$ cat config.mk
export PLATFORM = sky130hd
export DESIGN_NAME = apc_parallel_port
export DESIGN_NICKNAME = d
export VERILOG_FILES = /design/src/apc_pkg.sv /design/src/apc_parallel_port.sv
export SDC_FILE = /design/constraint.sdc
export NUM_CORES = 1
export LEC_CHECK = 0
export ABC_AREA = 0
export BUFFER_PORTS_ARGS = -buffer_cell sky130_fd_sc_hd__buf_2
export CORE_ASPECT_RATIO = 1.4
export CORE_UTILIZATION = 40
export CTS_CLUSTER_DIAMETER = 80
export CTS_CLUSTER_SIZE = 16
export DETAILED_ROUTE_END_ITERATION = 8
export HOLD_SLACK_MARGIN = 0.1
export PLACE_DENSITY = 0.74
export RECOVER_POWER = 25
export SLEW_MARGIN = 20
export SYNTH_ARGS = -nofsm -noshare
export SYNTH_HDL_FRONTEND = slang
export SYNTH_SLANG_ARGS = --single-unit
$ cat constraint.sdc
create_clock -name sys_clk_in -period 2.15 [get_ports sys_clk_in]
set_input_delay 0 -clock sys_clk_in [delete_from_list [all_inputs] [get_ports sys_clk_in]]
set_output_delay 0 -clock sys_clk_in [all_outputs]
set_load 0.005 [all_outputs]
$ cat src/apc_pkg.sv
// Shared constants and types for the converter's parallel host port.
// Assumes host strobes arrive synchronous to sys_clk_in.
package apc_pkg;
    localparam int DATA_W = 12;
    localparam int WORD_W = 16;
    localparam int BYTE_W = 8;
    localparam int CNT_W  = 12;

    // Written word layout
    localparam int        ADDR_HI    = 15;
    localparam int        ADDR_LO    = 14;
    localparam logic [1:0] ADDR_TEST = 2'h1;
    localparam logic [1:0] ADDR_CTRL = 2'h3;
    localparam int        START_POS  = 13;
    localparam int        CTYPE_HI   = 12;
    localparam int        CTYPE_LO   = 11;
    localparam int        CONV_POS   = 10;
    localparam int        BIP_POS    = 9;
    localparam int        TEST_W     = 14;

    // System calibration types
    localparam logic [1:0] CAL_FULL = 2'h0;
    localparam logic [1:0] CAL_GNOF = 2'h1;
    localparam logic [1:0] CAL_OFS  = 2'h2;
    localparam logic [1:0] CAL_GAIN = 2'h3;

    // Reset values and trim targets
    localparam logic [TEST_W-1:0] TEST_DEFAULT   = 14'h0000;
    localparam logic [WORD_W-1:0] TEST_RESTORE   = 16'h4000;
    localparam logic [DATA_W-1:0] TGT_MIDSCALE   = 12'h800;
    localparam logic [DATA_W-1:0] TGT_ZEROSCALE  = 12'h000;
    localparam logic [DATA_W-1:0] TGT_FULLSCALE  = 12'hfff;

    // Default phase lengths in cycles
    localparam logic [CNT_W-1:0] DAC_CYC_DEF  = 12'h800;
    localparam logic [CNT_W-1:0] GAIN_CYC_DEF = 12'h200;
    localparam logic [CNT_W-1:0] OFS_CYC_DEF  = 12'h200;
    localparam logic [CNT_W-1:0] CONV_CYC_DEF = 12'h010;

    typedef enum logic [1:0] {
        APC_PH_NONE, APC_PH_DAC, APC_PH_GAIN, APC_PH_OFS
    } apc_phase_t;

    typedef struct packed {
        logic              cs_n;
        logic              rd_n;
        logic              wr_n;
        logic              byte_sel;
        logic              conv_n;
        logic [DATA_W-1:0] data;
    } apc_host_t;
endpackage

$ cat src/apc_parallel_port.sv
// Parallel host port with busy handshake and system calibration sequencing.
// Assumes all host pins are already synchronous to sys_clk_in.
// Summary of operation
// Control write with calibration start bit launches the selected calibration.
// Full system calibration starts DAC phase and raises busy after write.
// Host holds full-scale input during the first phase.
// Busy falls after DAC and gain phases complete.
// Convert bit write or convert pulse starts offset phase, busy rises.
// Busy falls when offset phase ends; calibration complete.
// Gain-plus-offset runs the same two phases without the DAC phase.
// Single offset or gain calibration holds busy from write to finish.
// Host holds analog level until busy falls.
// Host should repeat offset-then-gain pair twice.
// At most three gain-plus-offset runs are ever needed.
// Offset targets midscale bipolar or zero unipolar; gain targets full scale.
// Byte select low gives low 12 bits; high gives upper 4 bits.
// Host may read the halves in either order.
// Chip select and read combine into a level read enable.
// Host latches on read rising edge; lines then float.
// Wide hosts need only one read.
// Byte-wide hosts read twice, one read per half.
// With read tied low, lines stay driven; data leads busy fall.
// Read-only hosts may hold write strobe high.
// Bus cycles are accepted at any time, even mid conversion.
// Words are written as low byte then high byte on lines 0-7.
// Write data is captured at the end of the combined write strobe.
// Writing 0x4000 restores the test register default.
// Low byte is staged; the word applies on the high-byte write.
`timescale 1ns/100ps
module apc_parallel_port
    import apc_pkg::*;
#(
    parameter logic [CNT_W-1:0] DAC_CYC  = DAC_CYC_DEF,
    parameter logic [CNT_W-1:0] GAIN_CYC = GAIN_CYC_DEF,
    parameter logic [CNT_W-1:0] OFS_CYC  = OFS_CYC_DEF,
    parameter logic [CNT_W-1:0] CONV_CYC = CONV_CYC_DEF
) (
    input  wire logic              sys_clk_in,
    input  wire logic              rst_n_in,
    input  wire logic              cs_n_in,
    input  wire logic              rd_n_in,
    input  wire logic              wr_n_in,
    input  wire logic              byte_select_in,
    input  wire logic              convert_start_n_in,
    input  wire logic [DATA_W-1:0] data_in,
    input  wire logic [DATA_W-1:0] sample_in,
    output logic [DATA_W-1:0]      data_out,
    output logic                   data_oe_n_out,
    output logic                   busy_out,
    output apc_phase_t             cal_phase_out,
    output logic [DATA_W-1:0]      cal_target_out,
    output logic                   bipolar_out,
    output logic [TEST_W-1:0]      test_reg_out
);
    typedef enum logic [2:0] {
        ST_IDLE, ST_CONV, ST_DAC, ST_GAIN, ST_WAIT_OFS, ST_OFS
    } apc_state_t;

    apc_host_t         host_q, host_p;
    apc_state_t        state, next_state;
    logic [CNT_W-1:0]  cnt, next_cnt;
    logic              busy, next_busy;
    logic              two_phase, next_two_phase;
    logic [BYTE_W-1:0] stage, next_stage;
    logic [DATA_W-1:0] result, next_result;
    logic [DATA_W-1:0] next_data;
    logic [DATA_W-1:0] next_target;
    apc_phase_t        next_phase;
    logic              next_bipolar;
    logic [TEST_W-1:0] next_test;

    logic              rd_act, wr_act, wr_end, conv_fall;
    logic [WORD_W-1:0] word;
    logic              ctrl_wr;

    // Combined strobes as level enables
    assign rd_act    = !host_q.cs_n && !host_q.rd_n;
    assign wr_act    = !host_q.cs_n && !host_q.wr_n;
    // Write completes when the combined enable goes inactive
    assign wr_end    = !host_p.cs_n && !host_p.wr_n && !wr_act;
    assign conv_fall = host_p.conv_n && !host_q.conv_n;
    // Lines 8-11 ignored; previous cycle holds the last valid data
    assign word      = {host_p.data[BYTE_W-1:0], stage};
    assign ctrl_wr   = wr_end && host_p.byte_sel
                       && word[ADDR_HI:ADDR_LO] == ADDR_CTRL;

    function automatic logic [DATA_W-1:0] read_mux(
        input logic sel, input logic [DATA_W-1:0] res
    );
        logic [WORD_W-1:0] w;
        w = {4'h0, res};
        read_mux = sel ? {4'h0, w[WORD_W-1:BYTE_W]} : w[DATA_W-1:0];
    endfunction

    always_comb begin
        next_state     = state;
        next_cnt       = (cnt != '0) ? cnt - 1'b1 : cnt;
        next_busy      = busy;
        next_two_phase = two_phase;
        next_stage     = stage;
        next_result    = result;
        next_bipolar   = bipolar_out;
        next_test      = test_reg_out;
        // Low byte waits in staging until the high byte lands
        if (wr_end && !host_p.byte_sel) begin
            next_stage = host_p.data[BYTE_W-1:0];
        end
        if (wr_end && host_p.byte_sel
                && word[ADDR_HI:ADDR_LO] == ADDR_TEST) begin
            if (word == TEST_RESTORE) begin
                next_test = TEST_DEFAULT;
            end else begin
                next_test = word[TEST_W-1:0];
            end
        end
        if (ctrl_wr) begin
            next_bipolar = word[BIP_POS];
        end
        case (state)
            ST_IDLE: begin
                // Writes in calibration phases still update registers
                if (ctrl_wr && word[START_POS]) begin
                    next_busy = 1'b1;
                    case (word[CTYPE_HI:CTYPE_LO])
                        CAL_FULL: begin
                            next_state     = ST_DAC;
                            next_cnt       = DAC_CYC;
                            next_two_phase = 1'b1;
                        end
                        CAL_GNOF: begin
                            next_state     = ST_GAIN;
                            next_cnt       = GAIN_CYC;
                            next_two_phase = 1'b1;
                        end
                        CAL_OFS: begin
                            next_state = ST_OFS;
                            next_cnt   = OFS_CYC;
                        end
                        default: begin
                            next_state     = ST_GAIN;
                            next_cnt       = GAIN_CYC;
                            next_two_phase = 1'b0;
                        end
                    endcase
                end else if (conv_fall || (ctrl_wr && word[CONV_POS])) begin
                    next_state = ST_CONV;
                    next_cnt   = CONV_CYC;
                    next_busy  = 1'b1;
                end
            end
            ST_CONV: begin
                // Result lands one cycle ahead of busy falling
                if (cnt == 12'h001) begin
                    next_result = sample_in;
                end
                if (cnt == '0) begin
                    next_state = ST_IDLE;
                    next_busy  = 1'b0;
                end
            end
            ST_DAC: begin
                if (cnt == '0) begin
                    next_state = ST_GAIN;
                    next_cnt   = GAIN_CYC;
                end
            end
            ST_GAIN: begin
                if (cnt == '0) begin
                    next_busy  = 1'b0;
                    next_state = two_phase ? ST_WAIT_OFS : ST_IDLE;
                end
            end
            ST_WAIT_OFS: begin
                if (conv_fall || (ctrl_wr && word[CONV_POS])) begin
                    next_state = ST_OFS;
                    next_cnt   = OFS_CYC;
                    next_busy  = 1'b1;
                end
            end
            ST_OFS: begin
                if (cnt == '0) begin
                    next_state     = ST_IDLE;
                    next_busy      = 1'b0;
                    next_two_phase = 1'b0;
                end
            end
            default: begin
                next_state = ST_IDLE;
                next_busy  = 1'b0;
            end
        endcase
        case (next_state)
            ST_DAC:  next_phase = APC_PH_DAC;
            ST_GAIN: next_phase = APC_PH_GAIN;
            ST_OFS:  next_phase = APC_PH_OFS;
            default: next_phase = APC_PH_NONE;
        endcase
        if (next_phase == APC_PH_OFS) begin
            next_target = next_bipolar ? TGT_MIDSCALE : TGT_ZEROSCALE;
        end else begin
            next_target = TGT_FULLSCALE;
        end
        next_data = read_mux(host_q.byte_sel, next_result);
    end

    always_ff @(posedge sys_clk_in or negedge rst_n_in) begin
        if (!rst_n_in) begin
            host_q         <= '1;
            host_p         <= '1;
            state          <= ST_IDLE;
            cnt            <= '0;
            busy           <= 1'b0;
            two_phase      <= 1'b0;
            stage          <= '0;
            result         <= '0;
            data_out       <= '0;
            data_oe_n_out  <= 1'b1;
            busy_out       <= 1'b0;
            cal_phase_out  <= APC_PH_NONE;
            cal_target_out <= TGT_FULLSCALE;
            bipolar_out    <= 1'b0;
            test_reg_out   <= TEST_DEFAULT;
        end else begin
            host_q         <= '{cs_n_in, rd_n_in, wr_n_in, byte_select_in,
                                convert_start_n_in, data_in};
            host_p         <= host_q;
            state          <= next_state;
            cnt            <= next_cnt;
            busy           <= next_busy;
            two_phase      <= next_two_phase;
            stage          <= next_stage;
            result         <= next_result;
            data_out       <= next_data;
            // Tied-low strobes keep the lines driven permanently
            data_oe_n_out  <= !rd_act;
            busy_out       <= next_busy;
            cal_phase_out  <= next_phase;
            cal_target_out <= next_target;
            bipolar_out    <= next_bipolar;
            test_reg_out   <= next_test;
        end
    end
endmodule

; Word-level counts from Yosys, hierarchy flattened
; Cells that the tools add are included.
; Widths: inputs -> output; s select.
[op_classes]
n_addsub = 1
n_eq_ne = 19
muxes = 31
bitwise_logic = 1
reduce_logical = 31
[op_table]
columns = op, count
row1 = $mux 12, 11
row2 = $pmux 12 s3, 1
row3 = $mux 3, 7
row4 = $eq 16x15->1 const B, 1
row5 = $pmux 3 s5, 1
row6 = $mux 14, 1
row7 = $eq 12x1->1 const B, 1
row8 = $eq 3x2->1 const B, 4
row9 = $logic_not 12->1, 1
row10 = $reduce_bool 12->1, 1
row11 = $sub 12x1->12 const B, 1
row12 = $logic_and 1x1->1, 11
row13 = $eq 3x3->1 const B, 3
row14 = $logic_not 1->1, 9
row15 = $eq 2x2->1 const B, 3
row16 = $ne 2x2->1 const B, 3
row17 = $pmux 2 s3, 1
row18 = $pmux 3 s2, 1
row19 = $mux 1, 5
row20 = $eq 2x1->1 const B, 2
row21 = $pmux 1 s2, 2
row22 = $pmux 1 s4, 1
row23 = $reduce_and 4->1, 1
row24 = $reduce_or 2->1, 2
row25 = other kinds (9), 9
[word_totals]
reg_bits = 104
inputBits = 31
output_inout_bits = 43
elab_cells = 106

; Logic depth before layout (Yosys ltp)
[logic_depth]
depth_word = 15
depth_mapped = 9

; Worst setup path after synthesis
; OpenSTA, ideal clock, no wires.
[synth_timing]
path_kind = register -> register
start = register cnt[6]
end = register data_out[6]
setup_ns = 0.118
arrival_ns = 2.136
slack_ns = -0.104
path_stages_with_launch = 8
path_buffers = 1
synth_period_minus_slack_ns = 2.254
cell_sequence = dfrtp_1 or4_4 nor3_4 nand2_2 nor4_4 buf_6 mux2_4 and2b_1
[synth_between]
elab_chain_len = 4
[synth_rtl]
columns = element, line_no
row1 = from (decl), apc_parallel_port.sv:61  ; logic [CNT_W-1:0] cnt, next_cnt;
row2 = from (signal assigned), apc_parallel_port.sv:228  ; cnt <= next_cnt;
row3 = $eq 12x1->1, apc_parallel_port.sv:153  ; if (cnt == 12'h001) begin
row4 = $mux 12, apc_parallel_port.sv:153
row5 = $mux 12, apc_parallel_port.sv:119  ; case (state)
row6 = net next_result[6], apc_parallel_port.sv:65  ; logic [DATA_W-1:0] result, next_result;
row7 = $mux 12, apc_parallel_port.sv:92  ; read_mux = sel ? {4'h0, w[WORD_W-1:BYTE_W]} : w[DATA_W-1:0];
row8 = net next_data[6], apc_parallel_port.sv:66  ; logic [DATA_W-1:0] next_data;
row9 = to (signal assigned), apc_parallel_port.sv:233  ; data_out <= next_data;
row10 = to (decl), apc_parallel_port.sv:47  ; output logic [DATA_W-1:0] data_out,
; The timed path passes the listed nets, and every way through them passes these cells.
; A chain may end at the register's enable or synchronous reset.

; Worst setup path after layout
[layout_timing]
start = register cnt[7]
end = register data_out[4]
; The elaborated chain is that of the path after synthesis.

==> impl_results.md <==
- Tcrit/Tclk final: 103.1%
- Routed Antenna Nets: 0
- Pin count of the biggest net entering global routing: 43
- WS Path Type: reg2reg
- WL final: around 7300 um
- Number of global-route vias before repair: about 2.5k
- Outcome: finished, violations left
- Die area: ~9800 um^2
- Number of synthesized flops with an enable pin: 0
- Post-Place Worst Slack: -0.05370 ns
- GPL Wtd Cong: 0.8192
- DRT Pass-1 Iters: 6
- Num Clock Sinks: 94
- # IOs: 74
- Crit. End Element: register
- PwrDens: 1125 nW/um^2
- Seq/Total Area, Yosys: between 60% and 70%
- All-Layer GR Usage: between 15 and 20%
- CTS tree: built
- Post-route cell area: a little under 5000 um^2
- Pins Over Slew Limit: 0
- DR iter-0 viols: 120
- First-pass GRT wire length: ~12000 um
- Root Driver: clkbuf_16
- # rows: roughly 40
- Die width: roughly 84 um
- Slowest stage cell on the critical path: or4_4
- Dpl cell area: about 4300 um^2
- Port bufs: approximately 70
- Vias per std cell: just under 5
- Grt total ovfl: 0
- Clock tree buffer depth: 2
- WL per Instance: roughly 14 um
- Flops & latches, synth: 94
- Asr flop ratio synth: between 90% and 100%
- Final core utilization: between 50% and 60%
- Antenna Cells: 0
- Via count: between 2k and 2.5k
- Final hold violations: 0
- HP Class: in2reg
- Max incr delay on CP: 0.55 ns
- Core area: around 9100 um^2
- Initial Utilization: roughly 41%
- Distinct cells, synth: 48
- Crit path DAT: 2.43 ns
- Worst vdd rail ir drop: between 700 and 800 uV
- Worst-Skew Late Latency: approximately 0.34 ns
- Final TNS setup: -0.3025 ns
- CP required: roughly 2.4 ns
- Startpoint class of the critical path: register
- H-tree depth: 3
- Reg2reg setup slack: -0.07 ns
- Worst slew pin tran: roughly 1.0 ns
- Final HPWL DP: about 4900 um
- Worst setup margin: -0.06736 ns
- Max-cap viol count: 0
- Hold slack: about 0.30 ns
- Syn Nets: 319
- Final setup viols: 7
- Min cycle time layout: roughly 2.2 ns
- Syn_area_per_cell: between 10 and 15 um^2
- Area grow syn2layout: 32.65%
- Drt drc: 8
- Fmax achieved: roughly 0.45 GHz
- Layout net count: around 430
- DIE HEIGHT: 116.5 um
- Worst-path clk slew: approximately 0.060 ns
- # fillers: around 740
- RSZ-0062 raised after global routing: yes
- Synth warn: 0
- Total CTS buffers: 9
- Initial antenna violation count: 0
- Rel. slew slack: about 30%
- Clock skew: 0.007810 ns
- CP cell instances: or4_4 > nor3_4 > nand2_2 > nor4_4 > buf_12 > mux2_2 > nor2b_1
- Failing checks: design-rule violations, negative setup slack
- Primary FF master, synth: dfrtp_1
- Max FO, Critical Path: 12
- Leak pwr: approximately 2.3 nW
- Layout cells sized above 1: 44.42%
- Synth Cell Area: around 3700 um^2
- Mapped Cells: about 290
-- cell type report --
| type | count | area [um^2] | area share (%) |
|---|---|---|---|
| clock inverter | 4 | 52.55 | 1.057 |
| multi-input combinational | 159 | 1259 | 25.32 |
| sequential | 94 | 2387 | 48.02 |
| tap | 107 | 133.9 | 2.693 |
| clock buffer | 12 | 267.8 | 5.386 |
| inverter | 15 | 56.30 | 1.133 |
| timing repair buffer | 119 | 814.5 | 16.39 |
-- worst max-delay path: cells and delay by family (launching register included) --
family                 cells  cell delay [ns]
buffers and inverters      1             0.19
multiplexers               1             0.35
flip-flops                 1             0.37
AND/OR/NAND/NOR            5             1.18
-- where the power goes --
group	switching (mW)	internal, mW
Clock	0.640	1.01
Sequential	0.256	2.21
Combinational	0.713	0.767
Total	1.61	3.98
-- sequential cells by signal, summed over array words and instances (netlist names), 2 cells and up --
name	flops
test_reg_out	14
host_q	13
cnt	12
data_out	12
host_p	12
result	12
stage	8
state	3
cal_phase_out	2
cal_target_out	2
-- repair_timing --
action | 4_1_cts | 5_1_grt
pin swaps | 0 | 1
buffers inserted | 1 | 0
hold endpoints to repair | 108 | 0
hold buffers | 26 | 0
cloned | 0 | 0
gates resized for setup | 2 | 12
endpoints found under the setup margin | 11 | 32
-- stage by stage --
| stage | total power [mW] | cells |
|---|---|---|
| 3_3_place_gp | 3.790 | 467 |
| 6_report | 5.592 | 510 |
| 4_1_cts | 5.579 | 510 |
| 3_5_place_dp | 3.860 | 467 |
| 2_1_floorplan | 3.296 | 285 |
| 5_1_grt | 5.904 | 510 |
-- cell usage after synthesis (2+ instances only) --
library cell	n	share of area [%]
dfstp_2	28	20
a211oi_1	2	0.40
buf_4	10	2.0
mux2_4	2	0.80
o21ai_0	3	0.40
a21boi_0	2	0.40
nor3_1	5	0.67
nand4_1	3	0.50
and2b_1	2	0.40
a21oi_1	10	1.3
o22ai_1	3	0.50
nor4_1	2	0.33
ha_1	3	1.0
xor2_1	5	1.2
inv_1	15	1.5
clkbuf_1	5	0.50
o21a_1	2	0.40
and3_1	2	0.33
nor2b_1	4	0.67
mux2_2	27	8.1
nand2b_1	4	0.67
xnor2_1	2	0.47
nor2_1	24	2.4
or4_1	2	0.40
dfrtp_1	66	44
nor3b_1	2	0.40
nand2_1	11	1.1
nand3b_1	2	0.40
mux2i_1	13	3.5
or3_1	2	0.33
nand3_1	5	0.67
-- per-layer routing --
| layer | global-route usage (%) | share of wire (%) |
|---|---|---|
| met5 | 0 | 0 |
| met3 | 3.746 | 3.1 |
| met1 | 17.11 | 40 |
| met2 | 28.85 | 55 |
| met4 | 7.356 | 1.9 |
-- final timing paths --
path | from | endpoint | cells after the start
min in group asynchronous | rst_n_in | test_reg_out[9] | 2
hold / removal | data_in[5] | host_q[5] | 2
hold reg to reg | host_q[1] | host_p[1] | 0
setup / recovery | cnt[7] | data_out[4] | 7
max in group asynchronous | rst_n_in | host_p[6] | 3
setup reg to reg | cnt[7] | data_out[4] | 7
-- placed cells by master (no fill, tap or decap), types with 2 or more instances in the layout --
master	instances
a211oi_1	2
a21oi_1	9
and2b_1	2
and3_1	2
buf_12	2
buf_2	68
buf_4	21
clkbuf_16	10
dfrtp_1	66
dfstp_1	3
dfstp_2	25
dlygate4sd3_1	26
ha_1	2
inv_1	15
mux2_2	27
mux2_4	2
mux2i_1	10
mux2i_2	2
nand2_1	11
nand2b_1	4
nand3_1	4
nand3b_1	2
nand4_1	3
nor2_1	24
nor2b_1	4
nor3_1	4
nor4_2	2
o21a_1	2
o21ai_0	3
o22ai_1	3
or3_1	2
or4_1	2
xnor2_1	2
xor2_1	5
-- logic make-up after synthesis --
logic type / Yosys count / share of synthesized area (%)
buf+inv: 32 / 4.440
simple gates: 75 / 10.92
mux: 42 / 12.39
compound gates: 32 / 5.910
flops: 94 / 63.71
fa+ha+maj: 3 / 1.002
xor+xnor: 7 / 1.636
(Power assumes the default switching activity.)
